<file path="src/hdl/tsrm_consts.svh">
`ifndef TSRM_CONSTS_SVH
`define TSRM_CONSTS_SVH

// ****************************************************************
// Register offsets.
// ****************************************************************
`define TSRM_ADDR_LOCAL_TEMP      8'h00
`define TSRM_ADDR_RMT_S_HI        8'h01
`define TSRM_ADDR_ALERT_FLAGS     8'h02
`define TSRM_ADDR_CONFIG          8'h03
`define TSRM_ADDR_CONV_RATE       8'h04
`define TSRM_ADDR_LOCAL_HIGH      8'h05
`define TSRM_ADDR_RMT_HIGH_UP     8'h07
`define TSRM_ADDR_RMT_LOW_UP      8'h08
`define TSRM_ADDR_CONFIG_ALIAS    8'h09
`define TSRM_ADDR_CONV_ALIAS      8'h0A
`define TSRM_ADDR_LHIGH_ALIAS     8'h0B
`define TSRM_ADDR_RHIGH_ALIAS     8'h0D
`define TSRM_ADDR_RLOW_ALIAS      8'h0E
`define TSRM_ADDR_ONE_SHOT        8'h0F
`define TSRM_ADDR_RMT_S_LO        8'h10
`define TSRM_ADDR_OFFSET_UP       8'h11
`define TSRM_ADDR_OFFSET_LO       8'h12
`define TSRM_ADDR_RMT_HIGH_LO     8'h13
`define TSRM_ADDR_RMT_LOW_LO      8'h14
`define TSRM_ADDR_ALERT_MASK      8'h16
`define TSRM_ADDR_CRIT_LIMIT      8'h19
`define TSRM_ADDR_CRIT_HYST       8'h21
`define TSRM_ADDR_RMT_U_HI        8'h31
`define TSRM_ADDR_RMT_U_LO        8'h32
`define TSRM_ADDR_POR_FLAGS       8'h33

// ****************************************************************
// Reset values.
// ****************************************************************
`define TSRM_RST_CONFIG           8'h00
`define TSRM_RST_CONV_RATE        8'h80
`define TSRM_RST_LOCAL_HIGH       8'h46
`define TSRM_RST_RMT_HIGH_UP      8'h69
`define TSRM_RST_RMT_LOW_UP       8'h00
`define TSRM_RST_OFFSET_UP        8'h00
`define TSRM_RST_OFFSET_LO        8'h00
`define TSRM_RST_RMT_HIGH_LO      8'h00
`define TSRM_RST_RMT_LOW_LO       8'h00
`define TSRM_RST_ALERT_MASK       8'hA4
`define TSRM_RST_CRIT_LIMIT       8'h6E
`define TSRM_RST_CRIT_HYST        8'h0A
`define TSRM_RESERVED_VALUE       8'h00

// ****************************************************************
// Bit masks, forced-one patterns and bit positions.
// ****************************************************************
`define TSRM_CONFIG_WMASK         8'hE7
`define TSRM_CONV_WMASK           8'h0F
`define TSRM_CONV_FIXED           8'h80
`define TSRM_FRAC_WMASK           8'hE0
`define TSRM_MASK_WMASK           8'h5B
`define TSRM_MASK_FIXED           8'hA4
`define TSRM_ALERT_WMASK          8'hDF
`define TSRM_FINE_WMASK           8'hF8
`define TSRM_POR_NOT_READY_BIT    7
`define TSRM_CONFIG_STANDBY_BIT   6

`endif

</file>
<file path="src/hdl/tsrm_pkg.sv">
package tsrm_pkg;

    // Remote-reading filter selector codes.
    typedef enum logic [1:0] {
        TSRM_FILT_NONE     = 2'b00,
        TSRM_FILT_STANDARD = 2'b01,
        TSRM_FILT_RESERVED = 2'b10,
        TSRM_FILT_ENHANCED = 2'b11
    } tsrm_filter_type;

endpackage : tsrm_pkg

</file>
<file path="src/hdl/tsrm_wr_if.sv">
`timescale 1ns/1ps
`default_nettype none

interface tsrm_wr_if;
    logic       we;
    logic [7:0] wdata;
    logic [7:0] value;
    modport bank (input we, input wdata, output value);
    modport ctrl (output we, output wdata, input value);
endinterface : tsrm_wr_if

`default_nettype wire

</file>
<file path="src/hdl/tsrm_reg8.sv">
`timescale 1ns/1ps
`default_nettype none
`include "tsrm_consts.svh"

module tsrm_reg8 #(
    parameter logic [7:0] RST_VAL = 8'h00,
    parameter logic [7:0] WMASK   = 8'hFF,
    parameter logic [7:0] FIXED   = 8'h00
) (
    // Clock and reset.
    input  wire logic  clk,
    input  wire logic  rst,
    // Write port and stored value.
    tsrm_wr_if.bank    port
);

    logic [7:0] data_r;
    logic [7:0] data_nxt;

    always_comb begin
        data_nxt = data_r;
        if (port.we) begin
            data_nxt = (port.wdata & WMASK) | FIXED;
        end
    end

    always_ff @(posedge clk) begin
        if (rst) begin
            data_r <= RST_VAL;
        end else begin
            data_r <= data_nxt;
        end
    end

    assign port.value = (data_r & WMASK) | FIXED;

endmodule : tsrm_reg8

`default_nettype wire

</file>
<file path="src/hdl/tsrm_register_bank.sv">
// Overview of operation
// - Addresses 09h, 0Ah, 0Bh share storage with 03h, 04h, 05h.
// - Addresses 0Dh, 0Eh share storage with 07h, 08h.
// - Reserved locations are read-only and return 00h.
// - Local reading at 00h is 8-bit two's complement, 1 degree steps.
// - With filter or fine bit, 10h carries five fraction bits, low three zero.
// - One-shot write starts one conversion in standby; reads return zero.
// - Filter selector: 00 none, 01 standard, 11 enhanced, 10 reserved.
`timescale 1ns/1ps
`default_nettype none
`include "tsrm_consts.svh"

module tsrm_register_bank (
    // Clock and reset.
    input  wire logic       SYS_CLK,
    input  wire logic       RST,
    // Register access from the serial interface.
    input  wire logic [7:0] REG_ADDR,
    input  wire logic       REG_WR,
    input  wire logic       REG_RD,
    input  wire logic [7:0] REG_WDATA,
    output var  logic [7:0] REG_RDATA,
    // Measurement results.
    input  wire logic [7:0] LOCAL_READING_BITS,
    input  wire logic [12:0] REMOTE_SIGNED_BITS,
    input  wire logic [12:0] REMOTE_UNSIGNED_BITS,
    input  wire logic [7:0] ALERT_STATUS,
    input  wire logic       NOT_READY,
    // Filter and fine-resolution settings held elsewhere.
    input  wire logic [1:0] REMOTE_FILTER_SELECT,
    input  wire logic       FINE_LSB_FORCE,
    // Configuration outputs.
    output var  logic [7:0] CONFIG_OUT,
    output var  logic [3:0] CONV_RATE_OUT,
    output var  logic [7:0] LOCAL_HIGH_OUT,
    output var  logic [10:0] RMT_HIGH_OUT,
    output var  logic [10:0] RMT_LOW_OUT,
    output var  logic [10:0] RMT_OFFSET_OUT,
    output var  logic [7:0] ALERT_MASK_OUT,
    output var  logic [7:0] CRIT_LIMIT_OUT,
    output var  logic [7:0] CRIT_HYST_OUT,
    output var  logic       FILTER_ACTIVE,
    output var  logic       ONE_SHOT_START
);

    // ****************************************************************
    // Write decode.
    // ****************************************************************
    localparam int NREG = 11;

    tsrm_wr_if wr[NREG] ();

    logic [NREG-1:0] hit;
    logic            os_nxt;
    logic            os_r;
    logic [7:0]      rdata_nxt;
    logic [7:0]      rdata_r;

    // Each mirror address selects the same storage slot as its primary address.
    always_comb begin
        hit = '0;
        unique case (REG_ADDR)
            `TSRM_ADDR_CONFIG, `TSRM_ADDR_CONFIG_ALIAS:     hit[0]  = 1'b1;
            `TSRM_ADDR_CONV_RATE, `TSRM_ADDR_CONV_ALIAS:    hit[1]  = 1'b1;
            `TSRM_ADDR_LOCAL_HIGH, `TSRM_ADDR_LHIGH_ALIAS:  hit[2]  = 1'b1;
            `TSRM_ADDR_RMT_HIGH_UP, `TSRM_ADDR_RHIGH_ALIAS: hit[3]  = 1'b1;
            `TSRM_ADDR_RMT_LOW_UP, `TSRM_ADDR_RLOW_ALIAS:   hit[4]  = 1'b1;
            `TSRM_ADDR_OFFSET_UP:                           hit[5]  = 1'b1;
            `TSRM_ADDR_OFFSET_LO:                           hit[6]  = 1'b1;
            `TSRM_ADDR_RMT_HIGH_LO:                         hit[7]  = 1'b1;
            `TSRM_ADDR_RMT_LOW_LO:                          hit[8]  = 1'b1;
            `TSRM_ADDR_ALERT_MASK:                          hit[9]  = 1'b1;
            `TSRM_ADDR_CRIT_LIMIT:                          hit[10] = 1'b1;
            default:                                        hit     = '0;
        endcase
    end

    genvar gi;
    generate
        for (gi = 0; gi < NREG; gi++) begin : g_we
            assign wr[gi].we    = REG_WR & hit[gi];
            assign wr[gi].wdata = REG_WDATA;
        end
    endgenerate

    // ****************************************************************
    // Storage.
    // ****************************************************************
    tsrm_reg8 #(.RST_VAL(`TSRM_RST_CONFIG), .WMASK(`TSRM_CONFIG_WMASK), .FIXED(8'h00))
        u_config (.clk(SYS_CLK), .rst(RST), .port(wr[0]));
    tsrm_reg8 #(.RST_VAL(`TSRM_RST_CONV_RATE), .WMASK(`TSRM_CONV_WMASK), .FIXED(8'h00))
        u_conv (.clk(SYS_CLK), .rst(RST), .port(wr[1]));
    tsrm_reg8 #(.RST_VAL(`TSRM_RST_LOCAL_HIGH), .WMASK(8'hFF), .FIXED(8'h00))
        u_lhigh (.clk(SYS_CLK), .rst(RST), .port(wr[2]));
    tsrm_reg8 #(.RST_VAL(`TSRM_RST_RMT_HIGH_UP), .WMASK(8'hFF), .FIXED(8'h00))
        u_rhigh_up (.clk(SYS_CLK), .rst(RST), .port(wr[3]));
    tsrm_reg8 #(.RST_VAL(`TSRM_RST_RMT_LOW_UP), .WMASK(8'hFF), .FIXED(8'h00))
        u_rlow_up (.clk(SYS_CLK), .rst(RST), .port(wr[4]));
    tsrm_reg8 #(.RST_VAL(`TSRM_RST_OFFSET_UP), .WMASK(8'hFF), .FIXED(8'h00))
        u_off_up (.clk(SYS_CLK), .rst(RST), .port(wr[5]));
    tsrm_reg8 #(.RST_VAL(`TSRM_RST_OFFSET_LO), .WMASK(`TSRM_FRAC_WMASK), .FIXED(8'h00))
        u_off_lo (.clk(SYS_CLK), .rst(RST), .port(wr[6]));
    tsrm_reg8 #(.RST_VAL(`TSRM_RST_RMT_HIGH_LO), .WMASK(`TSRM_FRAC_WMASK), .FIXED(8'h00))
        u_rhigh_lo (.clk(SYS_CLK), .rst(RST), .port(wr[7]));
    tsrm_reg8 #(.RST_VAL(`TSRM_RST_RMT_LOW_LO), .WMASK(`TSRM_FRAC_WMASK), .FIXED(8'h00))
        u_rlow_lo (.clk(SYS_CLK), .rst(RST), .port(wr[8]));
    tsrm_reg8 #(.RST_VAL(`TSRM_RST_ALERT_MASK), .WMASK(`TSRM_MASK_WMASK), .FIXED(`TSRM_MASK_FIXED))
        u_mask (.clk(SYS_CLK), .rst(RST), .port(wr[9]));
    tsrm_reg8 #(.RST_VAL(`TSRM_RST_CRIT_LIMIT), .WMASK(8'hFF), .FIXED(8'h00))
        u_crit (.clk(SYS_CLK), .rst(RST), .port(wr[10]));

    // The hysteresis register sits outside the array so its sign bit stays zero.
    logic [7:0] hyst_r;
    logic [7:0] hyst_nxt;

    always_comb begin
        hyst_nxt = hyst_r;
        if (REG_WR && (REG_ADDR == `TSRM_ADDR_CRIT_HYST)) begin
            hyst_nxt = {1'b0, REG_WDATA[6:0]};
        end
    end

    always_ff @(posedge SYS_CLK) begin
        if (RST) begin
            hyst_r <= `TSRM_RST_CRIT_HYST;
        end else begin
            hyst_r <= hyst_nxt;
        end
    end

    // ****************************************************************
    // Filter selection and fine fraction.
    // ****************************************************************
    tsrm_pkg::tsrm_filter_type filt;
    logic                      fine_en;
    logic [7:0]                s_lo;
    logic [7:0]                u_lo;

    always_comb begin
        filt = tsrm_pkg::tsrm_filter_type'(REMOTE_FILTER_SELECT);
        case (filt)
            tsrm_pkg::TSRM_FILT_STANDARD: FILTER_ACTIVE = 1'b1;
            tsrm_pkg::TSRM_FILT_ENHANCED: FILTER_ACTIVE = 1'b1;
            default:                      FILTER_ACTIVE = 1'b0;
        endcase
        fine_en = FILTER_ACTIVE | FINE_LSB_FORCE;
        // Fraction bits below 1/8 degree are hidden unless fine resolution applies.
        s_lo = {REMOTE_SIGNED_BITS[4:0], 3'b000} & (fine_en ? `TSRM_FINE_WMASK : `TSRM_FRAC_WMASK);
        u_lo = {REMOTE_UNSIGNED_BITS[4:0], 3'b000} & (fine_en ? `TSRM_FINE_WMASK : `TSRM_FRAC_WMASK);
    end

    // ****************************************************************
    // One-shot and read mux.
    // ****************************************************************
    // The start pulse is raised only while the configuration holds the standby bit.
    always_comb begin
        os_nxt = REG_WR && (REG_ADDR == `TSRM_ADDR_ONE_SHOT) && wr[0].value[`TSRM_CONFIG_STANDBY_BIT];
    end

    always_ff @(posedge SYS_CLK) begin
        if (RST) begin
            os_r <= 1'b0;
        end else begin
            os_r <= os_nxt;
        end
    end

    // Read data is captured on the read strobe and held until the next one.
    always_comb begin
        rdata_nxt = rdata_r;
        if (REG_RD) begin
            case (REG_ADDR)
                `TSRM_ADDR_LOCAL_TEMP:  rdata_nxt = LOCAL_READING_BITS;
                `TSRM_ADDR_RMT_S_HI:    rdata_nxt = REMOTE_SIGNED_BITS[12:5];
                `TSRM_ADDR_ALERT_FLAGS: rdata_nxt = ALERT_STATUS & `TSRM_ALERT_WMASK;
                `TSRM_ADDR_CONFIG, `TSRM_ADDR_CONFIG_ALIAS:     rdata_nxt = wr[0].value;
                `TSRM_ADDR_CONV_RATE, `TSRM_ADDR_CONV_ALIAS:    rdata_nxt = wr[1].value;
                `TSRM_ADDR_LOCAL_HIGH, `TSRM_ADDR_LHIGH_ALIAS:  rdata_nxt = wr[2].value;
                `TSRM_ADDR_RMT_HIGH_UP, `TSRM_ADDR_RHIGH_ALIAS: rdata_nxt = wr[3].value;
                `TSRM_ADDR_RMT_LOW_UP, `TSRM_ADDR_RLOW_ALIAS:   rdata_nxt = wr[4].value;
                `TSRM_ADDR_ONE_SHOT:    rdata_nxt = 8'h00;
                `TSRM_ADDR_RMT_S_LO:    rdata_nxt = s_lo;
                `TSRM_ADDR_OFFSET_UP:   rdata_nxt = wr[5].value;
                `TSRM_ADDR_OFFSET_LO:   rdata_nxt = wr[6].value;
                `TSRM_ADDR_RMT_HIGH_LO: rdata_nxt = wr[7].value;
                `TSRM_ADDR_RMT_LOW_LO:  rdata_nxt = wr[8].value;
                `TSRM_ADDR_ALERT_MASK:  rdata_nxt = wr[9].value;
                `TSRM_ADDR_CRIT_LIMIT:  rdata_nxt = wr[10].value;
                `TSRM_ADDR_CRIT_HYST:   rdata_nxt = hyst_r;
                `TSRM_ADDR_RMT_U_HI:    rdata_nxt = REMOTE_UNSIGNED_BITS[12:5];
                `TSRM_ADDR_RMT_U_LO:    rdata_nxt = u_lo;
                `TSRM_ADDR_POR_FLAGS:   rdata_nxt = {NOT_READY, 7'h00};
                default:                rdata_nxt = `TSRM_RESERVED_VALUE;
            endcase
        end
    end

    always_ff @(posedge SYS_CLK) begin
        if (RST) begin
            rdata_r <= 8'h00;
        end else begin
            rdata_r <= rdata_nxt;
        end
    end

    // ****************************************************************
    // Outputs.
    // ****************************************************************
    assign REG_RDATA      = rdata_r;
    assign ONE_SHOT_START = os_r;
    assign CONFIG_OUT     = wr[0].value;
    assign CONV_RATE_OUT  = wr[1].value[3:0];
    assign LOCAL_HIGH_OUT = wr[2].value;
    // The 11-bit limits pair the upper byte with the top three bits of the lower byte.
    assign RMT_HIGH_OUT   = {wr[3].value, wr[7].value[7:5]};
    assign RMT_LOW_OUT    = {wr[4].value, wr[8].value[7:5]};
    assign RMT_OFFSET_OUT = {wr[5].value, wr[6].value[7:5]};
    assign ALERT_MASK_OUT = wr[9].value;
    assign CRIT_LIMIT_OUT = wr[10].value;
    assign CRIT_HYST_OUT  = hyst_r;

endmodule : tsrm_register_bank

`default_nettype wire

</file>
<file path="config.mk">
export PLATFORM = sky130hd
export DESIGN_NAME = tsrm_register_bank
export DESIGN_NICKNAME = d
export VERILOG_FILES = /design/src/hdl/tsrm_pkg.sv /design/src/hdl/tsrm_wr_if.sv /design/src/hdl/tsrm_reg8.sv /design/src/hdl/tsrm_register_bank.sv
export VERILOG_INCLUDE_DIRS = /design/src /design/src/hdl
export SDC_FILE = /design/constraint.sdc
export NUM_CORES = 1
export LEC_CHECK = 0
export ABC_AREA = 1
export BUFFER_PORTS_ARGS = -buffer_cell sky130_fd_sc_hd__buf_2
export CAP_MARGIN = 40
export CORE_MARGIN = 8
export CORE_UTILIZATION = 50
export CTS_CLUSTER_SIZE = 14
export DETAILED_ROUTE_END_ITERATION = 10
export PLACE_DENSITY = 0.81
export REMOVE_ABC_BUFFERS = 1
export SLEW_MARGIN = 20
export SYNTH_ARGS = -nofsm -noshare
export SYNTH_HDL_FRONTEND = slang
export SYNTH_SLANG_ARGS = --single-unit
export TNS_END_PERCENT = 5
</file>
<file path="constraint.sdc">
create_clock -name SYS_CLK -period 1.9 [get_ports SYS_CLK]
set_clock_uncertainty 0.2 [all_clocks]
set_input_delay 0.19 -clock SYS_CLK [delete_from_list [all_inputs] [get_ports SYS_CLK]]
set_output_delay 0.19 -clock SYS_CLK [all_outputs]
set_load 0.005 [all_outputs]
</file>
Word-level counts from Yosys, hierarchy flattened

Index checks and enable logic that the tools add are counted.

Equality and inequality tests: 26
Multiplexer cells: 14
Bitwise gates (word level): 14
Reduce and logical (&&, ||, !) cells: 10

Operators by type and width:

| operator                                             | count |
|---|---|
| case mux 8 bit (19 select lines)                     | 1 |
| equality test 8 x 4 -> 1 bit (second input constant) | 7 |
| equality test 8 x 5 -> 1 bit (second input constant) | 7 |
| equality test 8 x 6 -> 1 bit (second input constant) | 4 |
| equality test 8 x 3 -> 1 bit (second input constant) | 3 |
| AND 8 bit                                            | 2 |
| equality test 8 x 2 -> 1 bit (second input constant) | 2 |
| two-way mux 1 bit                                    | 12 |
| OR reduction 2 bit                                   | 6 |
| AND 1 bit                                            | 11 |
| equality test 8 x 1 -> 1 bit (second input constant) | 1 |
| zero test 8 bit                                      | 1 |
| two-way mux 5 bit                                    | 1 |
| logical AND 1 bit                                    | 3 |
| equality test 2 x 1 -> 1 bit (second input constant) | 1 |
| equality test 2 bit (second input constant)          | 1 |
| OR 1 bit                                             | 1 |

Bits in registers: 80

Depth between registers and ports, before layout

Depth in word-level cells: 7
Depth in mapped cells: 12
Gate-level depth less buffers: 12

Cells and area by module

From an unflattened synthesis, not the netlist that was laid out.

Cell total of the unflattened synthesis: 854
Area, all modules: 4943.5 sq um

By module, submodules not included:

| module                   | instances | cells each | area each (sq um) |
|---|---|---|---|
| tsrm_register_bank       | 1         | 440        | 2150.8 |
| tsrm_reg8 (u_off_up ...) | 2         | 51         | 341.6 |
| tsrm_reg8 (u_off_lo ...) | 3         | 25         | 161.4 |
| tsrm_reg8 (u_lhigh)      | 1         | 45         | 310.3 |
| tsrm_reg8 (u_rhigh_up)   | 1         | 43         | 304.0 |
| tsrm_reg8 (u_crit)       | 1         | 41         | 302.8 |
| tsrm_reg8 (u_config)     | 1         | 41         | 266.5 |
| tsrm_reg8 (u_mask)       | 1         | 36         | 235.2 |
| tsrm_reg8 (u_conv)       | 1         | 31         | 206.4 |

Least setup slack after synthesis

No wires, ideal clock.

Path type: input -> register
Start point: input REG_ADDR[7]
End point: register rdata_r[0], in the netlist REG_RDATA[0]
Setup time: 71 ps
Data arrival time: 1195 ps
Slack: 434 ps
Cell stages on the path: 10
Path through: nor2_2 nand3_2 nor2_4 buf_4 nand2_1 nand4_1 nor2_1 nand2_1 nand2_1 a21oi_1

Longest elaborated chain between the ends: 3
Elaborated cells between the ends (all ways): 30
Those cells by class: eq/ne: 23; mux: 1; reduce/logical: 6

RTL lines:

| element                                                    | RTL line                  | text |
|---|---|---|
| start, declared                                            | tsrm_register_bank.sv:18  | `input wire logic [7:0] REG_ADDR,` |
| equality test 8 x 4 -> 1 bit, or another cell as far along | tsrm_register_bank.sv:172 | `case (REG_ADDR)` |
| OR reduction 2 bit                                         | tsrm_register_bank.sv:172 |  |
| case mux 8 bit (19 select lines) *                         | tsrm_register_bank.sv:172 |  |
| end signal, assigned                                       | tsrm_register_bank.sv:202 | `rdata_r <= rdata_nxt;` |
| end, declared                                              | tsrm_register_bank.sv:57  | `logic [7:0] rdata_r;` |

Every way passes the cells marked *; elsewhere a longest branch is shown, timed or not.
A chain may end at the register's enable or synchronous reset.

Worst setup path after layout

Start point: input REG_ADDR[3]
End point: register os_r, in the netlist ONE_SHOT_START

Longest elaborated chain between the ends: 3

RTL lines:

| element                                | RTL line                  | text |
|---|---|---|
| equality test 8 x 4 -> 1 bit (no line) | n/a                       |  |
| logical AND 1 bit (2 in a row)         | tsrm_register_bank.sv:157 | `` os_nxt = REG_WR && (REG_ADDR == `TSRM_ADDR_ONE_SHOT) && wr[0].value[`TSRM_CONFIG_STANDBY_BIT]; `` |
| end signal, assigned                   | tsrm_register_bank.sv:164 | `os_r <= os_nxt;` |
| end, declared                          | tsrm_register_bank.sv:55  | `logic os_r;` |

No other way between the ends.

==> run metrics <==
Slew @ Worst Pin=0.615 ns; Total Routed Length=15700 um; fin. max-slew vios=0; hpwl dp=12000 um; vias in the first global route=4871; endpoints failing hold=0; outcome=completed; Critical Path RT=2.00 ns; hold_buf cts=9; total gr overflow=0; post-synthesis instance area=0.00418 sq mm; initial antenna violation count=0; die area=0.0115 sq mm; Area Growth Syn to Fin=27.9%; I/O Pins=153; IO buf count=144; Root Buffer=clkbuf_8; FILL cells=796; NetSw=0.000896 W; arrival time at the worst endpoint=1.86 ns; Clk pwr share=0.381; area of the core=0.00818 sq mm; Yosys reg bits=80; WL/cell=17.1 um; clk sinks=80; Util after Layout=0.654; post-synthesis sequential area ratio=0.383; final RePlAce weighted congestion=0.951; switching share of power=0.279; final worst path period need=1.76 ns; Post-Synthesis Cells=649; RSZ-0062 raised after global routing=no; n_diodes=0; vias per cell=5.54; Rows=33; GRT Resource Usage Total=0.268; CP Class=in2reg; Initial Utilization=0.511; clock buffer depth=2; power per cell area=600 mW/mm^2; CP max FO=5; setup bufs post-CTS=0; Skew-Pair Late Insertion Delay=0.36 ns; Num CTS Buffers=9; Die H=107 um; Achievable Freq=0.567 GHz; crit start category=input port; Vias=5099; Pre-Repair DR Iteration Count=6; TritonCTS clock tree=yes; Iter 0 DRT Violations=477; synth warn=0; final period utilization=0.929; Int Pwr=0.00231 W; Die X=107 um; DRC=0; Setup violations, final=0; H-tree depth=3; Gate power share=0.094; Lkg Pwr=2.53 nW; Max-cap violations=0; mean post-synth cell area=6.44 sq um; post-route ant nets=0; clock-pin slew on the worst setup and hold paths=0.09 ns; setup TNS=0 ns; largest net degree at the start of global routing=57; share of cells above drive strength 1=0.275; cts repair resizes=0; Nets=876; HP Class=in2reg; first-pass GRT wire length=24600 um; Synth cell types=27; Setup crit end kind=flip-flop; Reg power frac=0.525; maximum VDD drop=0.000444 V; worst rel slew slack=0.590
## area by class of cell
type,instances,area [sq um],share of cell area
clock inverter,6,50.0,0.00935
clock buffer,10,138,0.0257
inverter,35,133,0.0248
sequential,80,1600,0.299
multi-input combinational,504,2280,0.427
tap,105,131,0.0246
timing repair buffer,180,1010,0.189
## per-stage QoR
stage | cell area (sq um) | hold WS (ns) | worst slack (ns) | total power [W] | instances
2_1_floorplan | 4020 | 0.0524 | -0.0138 | 0.00181 | 619
5_1_grt | 5350 | 0.0317 | 0.0720 | 0.00332 | 920
3_3_place_gp | 5070 | 0.250 | 0.0242 | 0.00200 | 895
4_1_cts | 5350 | 0.0128 | 0.197 | 0.00321 | 920
3_5_place_dp | 5070 | 0.249 | -0.000216 | 0.00200 | 895
6_report | 5350 | 0.0255 | 0.135 | 0.00321 | 920
## cells in the final DEF (no fill, tap or decap), drive strengths merged, types with 9 or more instances in the layout
cell type	instances
a21oi	69
buf	171
o21ai	10
dfxtp	80
nand4	9
nor2	50
nand3	104
inv	37
nand2	251
clkbuf	10
dlygate4sd3	9
## Yosys cell counts (all sizes together)
master  instances  share of area
clkinv          1         0.0012
o211ai          2         0.0036
o21ai          10          0.012
nor3b           1         0.0018
and2            1         0.0015
buf            17          0.028
clkbuf         17          0.015
nand2         251           0.23
inv            34          0.031
conb            2         0.0018
nand4           9          0.013
nor2           50          0.059
dfxtp          80           0.38
a21oi          69          0.091
nand3         104           0.13
nor4            1         0.0015
## power groups by stage
stage | clock network [W] | registers, W | logic [W]
after floorplan | 0 | 0.00172 | 0.0000863
after global placement | 0 | 0.00172 | 0.000275
after detailed placement | 0 | 0.00172 | 0.000280
after CTS | 0.00123 | 0.00168 | 0.000293
after global routing | 0.00131 | 0.00168 | 0.000324
final | 0.00122 | 0.00168 | 0.000302
## worst max-delay path, stage by stage
cell           delay, ns
buf_2               0.14
nand2_1             0.09
dlygate4sd3_1       0.56
nor4_1              0.29
dlygate4sd3_1       0.59
## routing by layer
metal  vias to the layer above  wire length [um]  part of all wire  GRT usage
li1                       2423                 -                 -          -
met2                       291              7470              0.48      0.442
met3                        34              1490             0.095     0.0467
met4                         0               405             0.026      0.110
met5                         -                 0                 0          0
met1                      2351              6340              0.40      0.337
## cell families after synthesis
logic type      after synthesis  synth area share
simple gates                417             0.434
other cells                   2           0.00180
flops                        80             0.383
buf+inv                      69            0.0745
compound gates               81             0.106
## worst paths after layout
check	cells after the start	slack, ns	endpoint	start
worst max-delay path	5	0.14	ONE_SHOT_START	REG_ADDR[3]
worst min-delay path	3	0.03	u_crit.port.value[5]	REG_WDATA[5]
worst max register to register	3	0.31	ONE_SHOT_START	u_config.data_r[6]
worst min register to register	2	0.26	u_mask.data_r[1]	u_mask.data_r[1]
## sequential cells by signal (all words and copies together), names as in the netlist, 5 cells and up
name                   count
REG_RDATA                  8
u_crit.port.value          8
u_lhigh.port.value         8
u_off_up.port.value        8
u_rhigh_up.port.value      8
u_rlow_up.port.value       8
CRIT_HYST_OUT              7
u_config.data_r            6
u_mask.data_r              5
Note: power is estimated with default switching activity, not from simulation.
